<file path="src/regctl_pkg.sv">
// shared constants and types for the enable/sync and output-good control
// Functional notes
// - below wake level stay in shutdown
// - wake but not enabled: supply on, no switching
// - enabled and supply ok: switch normally
// - after sync edge ignore enable change, blanking
// - no blanking while in shutdown
// - controller holds low beyond max blanking to disable
// - sync accepted only inside frequency range
// - controller keeps sync off until start-up done
// - sync pulse valid: edge widths within limits
// - after 2048 valid pulses adopt sync frequency
// - valid sync turns spread spectrum off
// - frequency step keeps phase, intermediate cycle
// - phase pulls in over tens of cycles
// - free run at pin-set frequency otherwise
// - frequency pin out of range forces shutdown
// - fold frequency back when on/off time limits
// - flag low when feedback outside good window
// - flag low in limit, thermal, disabled, start-up
// - excursions shorter than filter time ignored
// - enable low forces flag low at once
// - flag valid with enable low while supply ok
// - release delay before flag goes high
// - flag low through soft start
package regctl_pkg;
    localparam int unsigned CLK_HZ = 25_000_000;
    localparam int unsigned BLANK_MIN_NS = 4_000;
    localparam int unsigned BLANK_MAX_NS = 28_000;
    localparam int unsigned EDGE_MIN_NS = 100;
    localparam int unsigned FILT_NS = 120_000;
    localparam int unsigned RELEASE_US = 2_000;
    localparam int unsigned SYNC_FMIN_HZ = 200_000;
    localparam int unsigned SYNC_FMAX_HZ = 2_200_000;
    localparam int unsigned LOCK_PULSES = 2048;
    localparam int unsigned PHASE_STEPS = 32;
    localparam int unsigned SS_CYC = 100_000;
    // blanking chosen mid-range: 16 us
    localparam int unsigned BLANK_CYC = (BLANK_MIN_NS + BLANK_MAX_NS) / 2
        * (CLK_HZ / 1_000_000) / 1000;
    localparam int unsigned EDGE_CYC = (EDGE_MIN_NS * (CLK_HZ / 1_000_000)
        + 999) / 1000;
    localparam int unsigned FILT_CYC = FILT_NS * (CLK_HZ / 1_000_000) / 1000;
    localparam int unsigned RELEASE_CYC = RELEASE_US * (CLK_HZ / 1_000_000);
    localparam int unsigned PER_MIN_CYC = CLK_HZ / SYNC_FMAX_HZ;
    localparam int unsigned PER_MAX_CYC = CLK_HZ / SYNC_FMIN_HZ;
    localparam logic [1:0] MODE_OFF = 2'h0;
    localparam logic [1:0] MODE_STANDBY = 2'h1;
    localparam logic [1:0] MODE_RUN = 2'h2;
    typedef enum logic [1:0] {ST_SHUT, ST_STBY, ST_RUN} pwr_state_t;
    typedef enum logic [1:0] {LK_FREE, LK_COUNT, LK_PHASE, LK_LOCKED}
        lock_state_t;
endpackage : regctl_pkg

</file>
<file path="src/regctl_if.sv">
// link between regulator control and system controller
`timescale 1ns/100ps
interface regctl_if;
    logic en_wake;
    logic en_level;
    logic sync_pulse;
    logic good_pull_low;
    modport device (input en_wake, input en_level, input sync_pulse,
        output good_pull_low);
    modport host (output en_wake, output en_level, output sync_pulse,
        input good_pull_low);
endinterface : regctl_if

</file>
<file path="src/enable_sync_powergood_ctrl.sv">
// regulator control: enable decode, sync lock, output-good flag
`timescale 1ns/100ps
module enable_sync_powergood_ctrl
    import regctl_pkg::*;
#(
    parameter int unsigned RELEASE_CYCLES = RELEASE_CYC,
    parameter int unsigned SOFTSTART_CYCLES = SS_CYC,
    parameter int unsigned LOCK_COUNT = LOCK_PULSES
) (
    input wire logic sys_clk,
    input wire logic rst_b,
    regctl_if.device link,
    input wire logic vin_ok,
    input wire logic freq_set_ok,
    input wire logic fb_in_window,
    input wire logic current_limit,
    input wire logic thermal_sd,
    input wire logic output_full,
    input wire logic ton_toff_limit,
    output logic [1:0] mode,
    output logic switch_node_en,
    output logic spread_en,
    output logic sync_locked,
    output logic freq_fold,
    output logic [15:0] sync_period,
    output logic [5:0] phase_adj
);
    import regctl_pkg::*;

    pwr_state_t pst_r, pst_nxt;
    lock_state_t lst_r, lst_nxt;
    logic en_r, en_nxt, sync_d_r, pull_r, pull_nxt;
    logic [15:0] blank_r, blank_nxt, hi_r, hi_nxt, lo_r, lo_nxt;
    logic [15:0] per_r, per_nxt, pcnt_r, pcnt_nxt;
    logic [11:0] lcnt_r, lcnt_nxt;
    logic [5:0] ph_r, ph_nxt;
    logic [23:0] filt_r, filt_nxt, rel_r, rel_nxt, ss_r, ss_nxt;
    logic [1:0] mode_nxt;
    logic switch_nxt, spr_nxt, lock_nxt, fold_nxt, rise, fall, pulse_ok;

    assign rise = link.sync_pulse && !sync_d_r;
    assign fall = !link.sync_pulse && sync_d_r;
    // both widths above edge minimum, under blanking
    assign pulse_ok = (hi_r >= 16'(EDGE_CYC)) && (hi_r < 16'(BLANK_CYC)) &&
        (lo_r >= 16'(EDGE_CYC)) && (lo_r < 16'(BLANK_CYC));

    always_comb begin
        en_nxt = en_r;
        blank_nxt = (blank_r != 16'h0000) ? blank_r - 16'h0001 : 16'h0000;
        if (pst_r == ST_SHUT) begin
            en_nxt = link.en_level;
            blank_nxt = 16'h0000;
        end else if (rise || fall) begin
            blank_nxt = 16'(BLANK_CYC);
        end else if (blank_r == 16'h0000) begin
            en_nxt = link.en_level;
        end
        pst_nxt = ST_SHUT;
        if (link.en_wake && freq_set_ok) begin
            pst_nxt = (en_nxt && vin_ok) ? ST_RUN : ST_STBY;
        end
        mode_nxt = MODE_OFF;
        if (pst_nxt == ST_STBY) begin
            mode_nxt = MODE_STANDBY;
        end else if (pst_nxt == ST_RUN) begin
            mode_nxt = MODE_RUN;
        end
        switch_nxt = pst_nxt == ST_RUN;
        fold_nxt = (pst_nxt == ST_RUN) && ton_toff_limit;
    end

    always_comb begin
        // widths kept until the next edge of the same kind
        hi_nxt = rise ? 16'h0001 : hi_r + {15'h0000, link.sync_pulse};
        lo_nxt = fall ? 16'h0001 : lo_r + {15'h0000, !link.sync_pulse};
        if (hi_r == 16'hffff && !rise) hi_nxt = hi_r;
        if (lo_r == 16'hffff && !fall) lo_nxt = lo_r;
        pcnt_nxt = rise ? 16'h0001 : pcnt_r + 16'h0001;
        if (pcnt_r == 16'hffff && !rise) pcnt_nxt = pcnt_r;
        per_nxt = per_r;
        lst_nxt = lst_r;
        lcnt_nxt = lcnt_r;
        ph_nxt = ph_r;
        if (pst_r != ST_RUN || pcnt_r > 16'(PER_MAX_CYC)) begin
            lst_nxt = LK_FREE;
            lcnt_nxt = 12'h000;
            ph_nxt = 6'h00;
        end else if (rise) begin
            // period and width window at each rising edge
            if (!pulse_ok || pcnt_r < 16'(PER_MIN_CYC)) begin
                lst_nxt = LK_FREE;
                lcnt_nxt = 12'h000;
                ph_nxt = 6'h00;
            end else begin
                unique case (lst_r)
                    LK_FREE: begin
                        lst_nxt = LK_COUNT;
                        lcnt_nxt = 12'h001;
                    end
                    LK_COUNT: begin
                        lcnt_nxt = lcnt_r + 12'h001;
                        if (lcnt_r >= 12'(LOCK_COUNT - 1)) begin
                            lst_nxt = LK_PHASE;
                            // old cycle ends, new period starts
                            per_nxt = pcnt_r;
                            ph_nxt = 6'h00;
                        end
                    end
                    LK_PHASE: begin
                        per_nxt = pcnt_r;
                        ph_nxt = ph_r + 6'h01;
                        if (ph_r == 6'(PHASE_STEPS - 1)) lst_nxt = LK_LOCKED;
                    end
                    LK_LOCKED: per_nxt = pcnt_r;
                endcase
            end
        end
        lock_nxt = lst_nxt == LK_PHASE || lst_nxt == LK_LOCKED;
        spr_nxt = (pst_nxt == ST_RUN) && (lst_nxt == LK_FREE) &&
            !fold_nxt;
    end

    always_comb begin
        filt_nxt = 24'h000000;
        rel_nxt = 24'h000000;
        ss_nxt = ss_r;
        pull_nxt = 1'b1;
        if (pst_nxt != ST_RUN) begin
            ss_nxt = 24'h000000;
        end else begin
            if (!output_full && ss_r < 24'(SOFTSTART_CYCLES)) begin
                ss_nxt = ss_r + 24'h000001;
            end else begin
                ss_nxt = 24'(SOFTSTART_CYCLES);
            end
            if (!fb_in_window) begin
                filt_nxt = (filt_r < 24'(FILT_CYC)) ? filt_r + 24'h000001
                    : filt_r;
            end
            if (current_limit || thermal_sd || ss_nxt != 24'(SOFTSTART_CYCLES)
                || filt_nxt >= 24'(FILT_CYC) || (pull_r && !fb_in_window))
                begin
                rel_nxt = 24'h000000;
            end else if (pull_r) begin
                rel_nxt = rel_r + 24'h000001;
            end
            pull_nxt = pull_r ? (rel_nxt < 24'(RELEASE_CYCLES))
                : (current_limit || thermal_sd || filt_nxt >= 24'(FILT_CYC));
        end
    end

    always_ff @(posedge sys_clk or negedge rst_b) begin
        if (!rst_b) begin
            pst_r <= ST_SHUT;
            lst_r <= LK_FREE;
            en_r <= 1'b0;
            sync_d_r <= 1'b0;
            pull_r <= 1'b1;
            blank_r <= 16'h0000;
            hi_r <= 16'h0000;
            lo_r <= 16'h0000;
            per_r <= 16'h0000;
            pcnt_r <= 16'h0000;
            lcnt_r <= 12'h000;
            ph_r <= 6'h00;
            filt_r <= 24'h000000;
            rel_r <= 24'h000000;
            ss_r <= 24'h000000;
            mode <= MODE_OFF;
            switch_node_en <= 1'b0;
            spread_en <= 1'b0;
            sync_locked <= 1'b0;
            freq_fold <= 1'b0;
            sync_period <= 16'h0000;
            phase_adj <= 6'h00;
        end else begin
            pst_r <= pst_nxt;
            lst_r <= lst_nxt;
            en_r <= en_nxt;
            sync_d_r <= link.sync_pulse;
            pull_r <= pull_nxt;
            blank_r <= blank_nxt;
            hi_r <= hi_nxt;
            lo_r <= lo_nxt;
            per_r <= per_nxt;
            pcnt_r <= pcnt_nxt;
            lcnt_r <= lcnt_nxt;
            ph_r <= ph_nxt;
            filt_r <= filt_nxt;
            rel_r <= rel_nxt;
            ss_r <= ss_nxt;
            mode <= mode_nxt;
            switch_node_en <= switch_nxt;
            spread_en <= spr_nxt;
            sync_locked <= lock_nxt;
            freq_fold <= fold_nxt;
            sync_period <= per_nxt;
            phase_adj <= ph_nxt;
        end
    end

    assign link.good_pull_low = pull_r;
endmodule : enable_sync_powergood_ctrl

</file>
<file path="src/flat_wrapper.sv">
// flat-port wrapper written by rule: the top's interface ports become plain ports
module enable_sync_powergood_ctrl_flat import regctl_pkg::*;
#(
    parameter int unsigned RELEASE_CYCLES = RELEASE_CYC,
    parameter int unsigned SOFTSTART_CYCLES = SS_CYC,
    parameter int unsigned LOCK_COUNT = LOCK_PULSES
)
  (sys_clk, rst_b, vin_ok, freq_set_ok, fb_in_window, current_limit, thermal_sd, output_full, ton_toff_limit, mode, switch_node_en, spread_en, sync_locked, freq_fold, sync_period, phase_adj, link_en_wake, link_en_level, link_sync_pulse, link_good_pull_low);
  regctl_if link_i ();
  input wire logic sys_clk;
  input wire logic rst_b;
  input wire logic vin_ok;
  input wire logic freq_set_ok;
  input wire logic fb_in_window;
  input wire logic current_limit;
  input wire logic thermal_sd;
  input wire logic output_full;
  input wire logic ton_toff_limit;
  output logic [1:0] mode;
  output logic switch_node_en;
  output logic spread_en;
  output logic sync_locked;
  output logic freq_fold;
  output logic [15:0] sync_period;
  output logic [5:0] phase_adj;
  input wire logic [$bits(link_i.en_wake)-1:0] link_en_wake;
  input wire logic [$bits(link_i.en_level)-1:0] link_en_level;
  input wire logic [$bits(link_i.sync_pulse)-1:0] link_sync_pulse;
  output wire logic [$bits(link_i.good_pull_low)-1:0] link_good_pull_low;
  assign link_i.en_wake = link_en_wake;
  assign link_i.en_level = link_en_level;
  assign link_i.sync_pulse = link_sync_pulse;
  assign link_good_pull_low = link_i.good_pull_low;
  enable_sync_powergood_ctrl #(.RELEASE_CYCLES(RELEASE_CYCLES), .SOFTSTART_CYCLES(SOFTSTART_CYCLES), .LOCK_COUNT(LOCK_COUNT)) u_core (.sys_clk(sys_clk), .rst_b(rst_b), .link(link_i), .vin_ok(vin_ok), .freq_set_ok(freq_set_ok), .fb_in_window(fb_in_window), .current_limit(current_limit), .thermal_sd(thermal_sd), .output_full(output_full), .ton_toff_limit(ton_toff_limit), .mode(mode), .switch_node_en(switch_node_en), .spread_en(spread_en), .sync_locked(sync_locked), .freq_fold(freq_fold), .sync_period(sync_period), .phase_adj(phase_adj));
endmodule
</file>
<file path="config.mk">
export PLATFORM = sky130hd
export DESIGN_NAME = enable_sync_powergood_ctrl_flat
export DESIGN_NICKNAME = d
export VERILOG_FILES = /design/src/regctl_pkg.sv /design/src/regctl_if.sv /design/src/enable_sync_powergood_ctrl.sv /design/src/flat_wrapper.sv
export SDC_FILE = /design/constraint.sdc
export NUM_CORES = 1
export LEC_CHECK = 0
export BUFFER_PORTS_ARGS = -buffer_cell sky130_fd_sc_hd__buf_2
export CORE_MARGIN = 2
export CORE_UTILIZATION = 35
export CTS_BUF_LIST = sky130_fd_sc_hd__clkbuf_2 sky130_fd_sc_hd__clkbuf_4 sky130_fd_sc_hd__clkbuf_8
export DETAILED_ROUTE_END_ITERATION = 10
export PLACE_DENSITY = 0.59
export SYNTH_ARGS = -nofsm -noshare
export SYNTH_HDL_FRONTEND = slang
export SYNTH_SLANG_ARGS = --single-unit
</file>
<file path="constraint.sdc">
create_clock -name sys_clk -period 4.54 [get_ports sys_clk]
set_clock_uncertainty 0.15 [all_clocks]
set_input_delay 0.227 -clock sys_clk [delete_from_list [all_inputs] [get_ports sys_clk]]
set_output_delay 0.227 -clock sys_clk [all_outputs]
set_load 0.05 [all_outputs]
</file>
==> flow_metrics.tcl <==
set metrics [dict create \
    status "finished clean" \
    wl_mm 18.0 \
    synth_seq_area_share_pct 50.1 \
    yosysTopAreaCell "dfrtp_1" \
    ys_warn_count 0 \
    overflow 0 \
    crit_path_end_kind "flip-flop" \
    final-hold-violation-count 0 \
    row_count 58 \
    dp_hpwl_mm 12.2 \
    synth_seq_cells 180 \
    syn_to_final_growth_pct 11.5 \
    start_util_pct 35.7 \
    coreArea_mm2 0.0252 \
    die_w_um 164 \
    start_kind "flip-flop" \
    slew_headroom_pct 40.4 \
    die_h_um 164 \
    synthCells 908 \
    io_buffer_count 40 \
    cts_tree "yes" \
    grt_pass1_vias 6263 \
    antenna_left 0 \
    ctsHtreeMaxLevel 4 \
    cts_sinks 180 \
    critPathArrivalTime_ns 3.82 \
    final_cell_mix "dfrtp_1, nor2_1, xor2_1" \
    layout-drive-gt1-share_pct 12.2 \
    gp_congestion 0.823 \
    cts-root-buf "clkbuf_8" \
    vias 6601 \
    crit_type "reg2reg" \
    fin_crit_ns 3.59 \
    synthFlopType "dfrtp_1" \
    fin_crit_sh_pct 79.2 \
    drtIter0Drc 486 \
    setup_viol 0 \
    io_pins 41 \
    route.detailed.drc 0 \
    crit_required_ns 4.77 \
    grt_pass1_wl_mm 30.8 \
    worstHoldPathType "in2reg" \
    vias_per_cell 5.08 \
    power_mw 3.43 \
    antenna_cells 0 \
    syn_avg_cell_area_um2 9.90 \
    peakVddDrop_mv 0.155 \
    antenna_found_initial 0 \
    maxClockFrequency_mhz 278 \
    die_area_mm2 0.0270 \
    nNetsFinal 984 \
    wl_per_cell_um 13.8 \
    power_per_cell_area_mw_per_mm2 342 \
    instances_no_fill 1300 \
    max-cap-violations 0 \
    drtPass1Iterations 6 \
    critPathMaxFanout 6 \
    synth_top_cells_by_area "dfrtp_1, xor2_1, nor2_1" \
    post-place-cells 1258 \
    synthArstFlopShare_pct 100 \
    clkTransAtPathRegs_ns 0.09 \
    cts_made_buffers 17 \
    synth_top_area_share_pct 49.9 \
    tightestPinTransition_ns 0.894 \
    tns_ns 0 \
    netlist_area_mm2 0.00898 \
    max-clock-path-buffers 2 \
    yosysUniqueCellTypes 69 \
    final_common_cell "dfrtp_1" \
    rsz0062_at_grt "false" \
    drv_slew 0 \
    leakage_nw 4.38 \
    grt_use_total_pct 14.1 \
    synth_edf_count 0 \
    grt_max_degree 105 \
    insertion_delay_ns 0.46 \
]
==> sequential cells by signal (all words and copies together), names as in the netlist, 2 cells and up <==
register / cells
u_core.blank_r: 16
u_core.filt_r: 24
u_core.hi_r: 16
u_core.lcnt_r: 12
u_core.lo_r: 16
u_core.lst_r: 2
u_core.mode: 2
u_core.pcnt_r: 16
u_core.phase_adj: 6
u_core.rel_r: 24
u_core.ss_r: 24
u_core.sync_period: 16
==> timing repair <==
action / in CTS / in global routing
setup buffers: 0 / 0
hold buffers: 10 / 0
resized for setup: 0 / 0
endpoints found under the hold margin: 117 / 0
==> worst max-delay path: stages (launching register included) <==
cell	delay (ns)
dfrtp_1	0.39
nor4_1	0.52
nand4_1	0.35
nor4_1	0.41
xor2_1	0.13
a2111oi_1	0.62
dlygate4sd3_1	0.64
nand2_1	0.05
a221o_1	0.25
==> logic make-up after synthesis <==
logic type      count (synthesis)  synth area share, %
other cells                     1               0.0417
compound gates                109                 7.88
simple gates                  439                 26.0
fa+ha+maj                      15                 2.09
flops                         180                 50.1
buf+inv                        53                 2.56
mux                            17                 2.07
xor+xnor                       94                 9.16
==> stage by stage <==
step / worst slack (ns) / util, % / hold WS (ns) / area [um2]
2_1_floorplan: 1.82 / - / -0.219 / 9010
3_3_place_gp: 1.20 / 37.8 / 0.251 / 9520
3_5_place_dp: 1.07 / 37.8 / 0.258 / 9520
4_1_cts: 0.987 / 39.8 / 0.00909 / 10000
5_1_grt: 0.722 / 39.8 / 0.0166 / 10000
6_report: 0.945 / 39.8 / 0.0467 / 10000
==> final timing paths <==
| check | cells past startpoint | from | slack [ns] | to |
|---|---|---|---|---|
| max in group asynchronous | 3 | rst_b | 2.80 | u_core.filt_r[8] |
| max reg2reg | 8 | u_core.filt_r[15] | 0.95 | u_core.link.good_pull_low |
| min | 3 | freq_set_ok | 0.05 | u_core.ss_r[7] |
| min in group asynchronous | 2 | rst_b | 0.24 | u_core.lo_r[10] |
| max | 8 | u_core.filt_r[15] | 0.95 | u_core.link.good_pull_low |
| min reg2reg | 1 | u_core.lcnt_r[11] | 0.34 | u_core.lcnt_r[11] |
==> where the power goes <==
part	internal (mW)	leakage, nW	total [mW]	switching [mW]
Combinational	0.233	1.73	0.529	0.296
Sequential	1.68	2.47	1.78	0.0977
Clock	0.510	0.192	1.12	0.612
==> synth_stat cells (all sizes together) (2+ instances only) <==
cell type / count
or2: 2
nor3b: 4
xnor2: 33
nand3b: 2
buf: 9
nand4: 36
o211ai: 3
or4: 7
a31oi: 5
nor4b: 4
or3: 16
o41ai: 3
a21oi: 32
nor4: 21
nor2b: 16
inv: 23
and2: 4
ha: 15
mux2: 10
o21ai: 31
and3b: 2
nor4bb: 2
and4: 8
a22o: 4
o2bb2a: 2
mux2i: 7
and3: 31
o22a: 3
clkbuf: 20
nand2: 60
nand3: 46
xor2: 61
o31ai: 9
nor3: 24
a2111oi: 4
dfrtp: 179
nand2b: 9
nor2: 142
==> metal layers <==
metal / track usage, % / routed length, um / up-vias
met2: 21.5 / 8130 / 84
met1: 20.0 / 9030 / 3203
met3: 3.16 / 544 / 18
li1: - / - / 3296
met4: 3.95 / 264 / 0
met5: 0 / 0 / -
==> layout make-up <==
cell class	count	area, um2
clock buffers	18	248
clock inverters	14	153
fillers	2485	15200
inverters	24	95.1
multi-input cells	681	4270
flip-flops and latches	180	4510
well taps	330	413
repair buffers	53	332
Note: power is estimated with default switching activity, not from simulation.
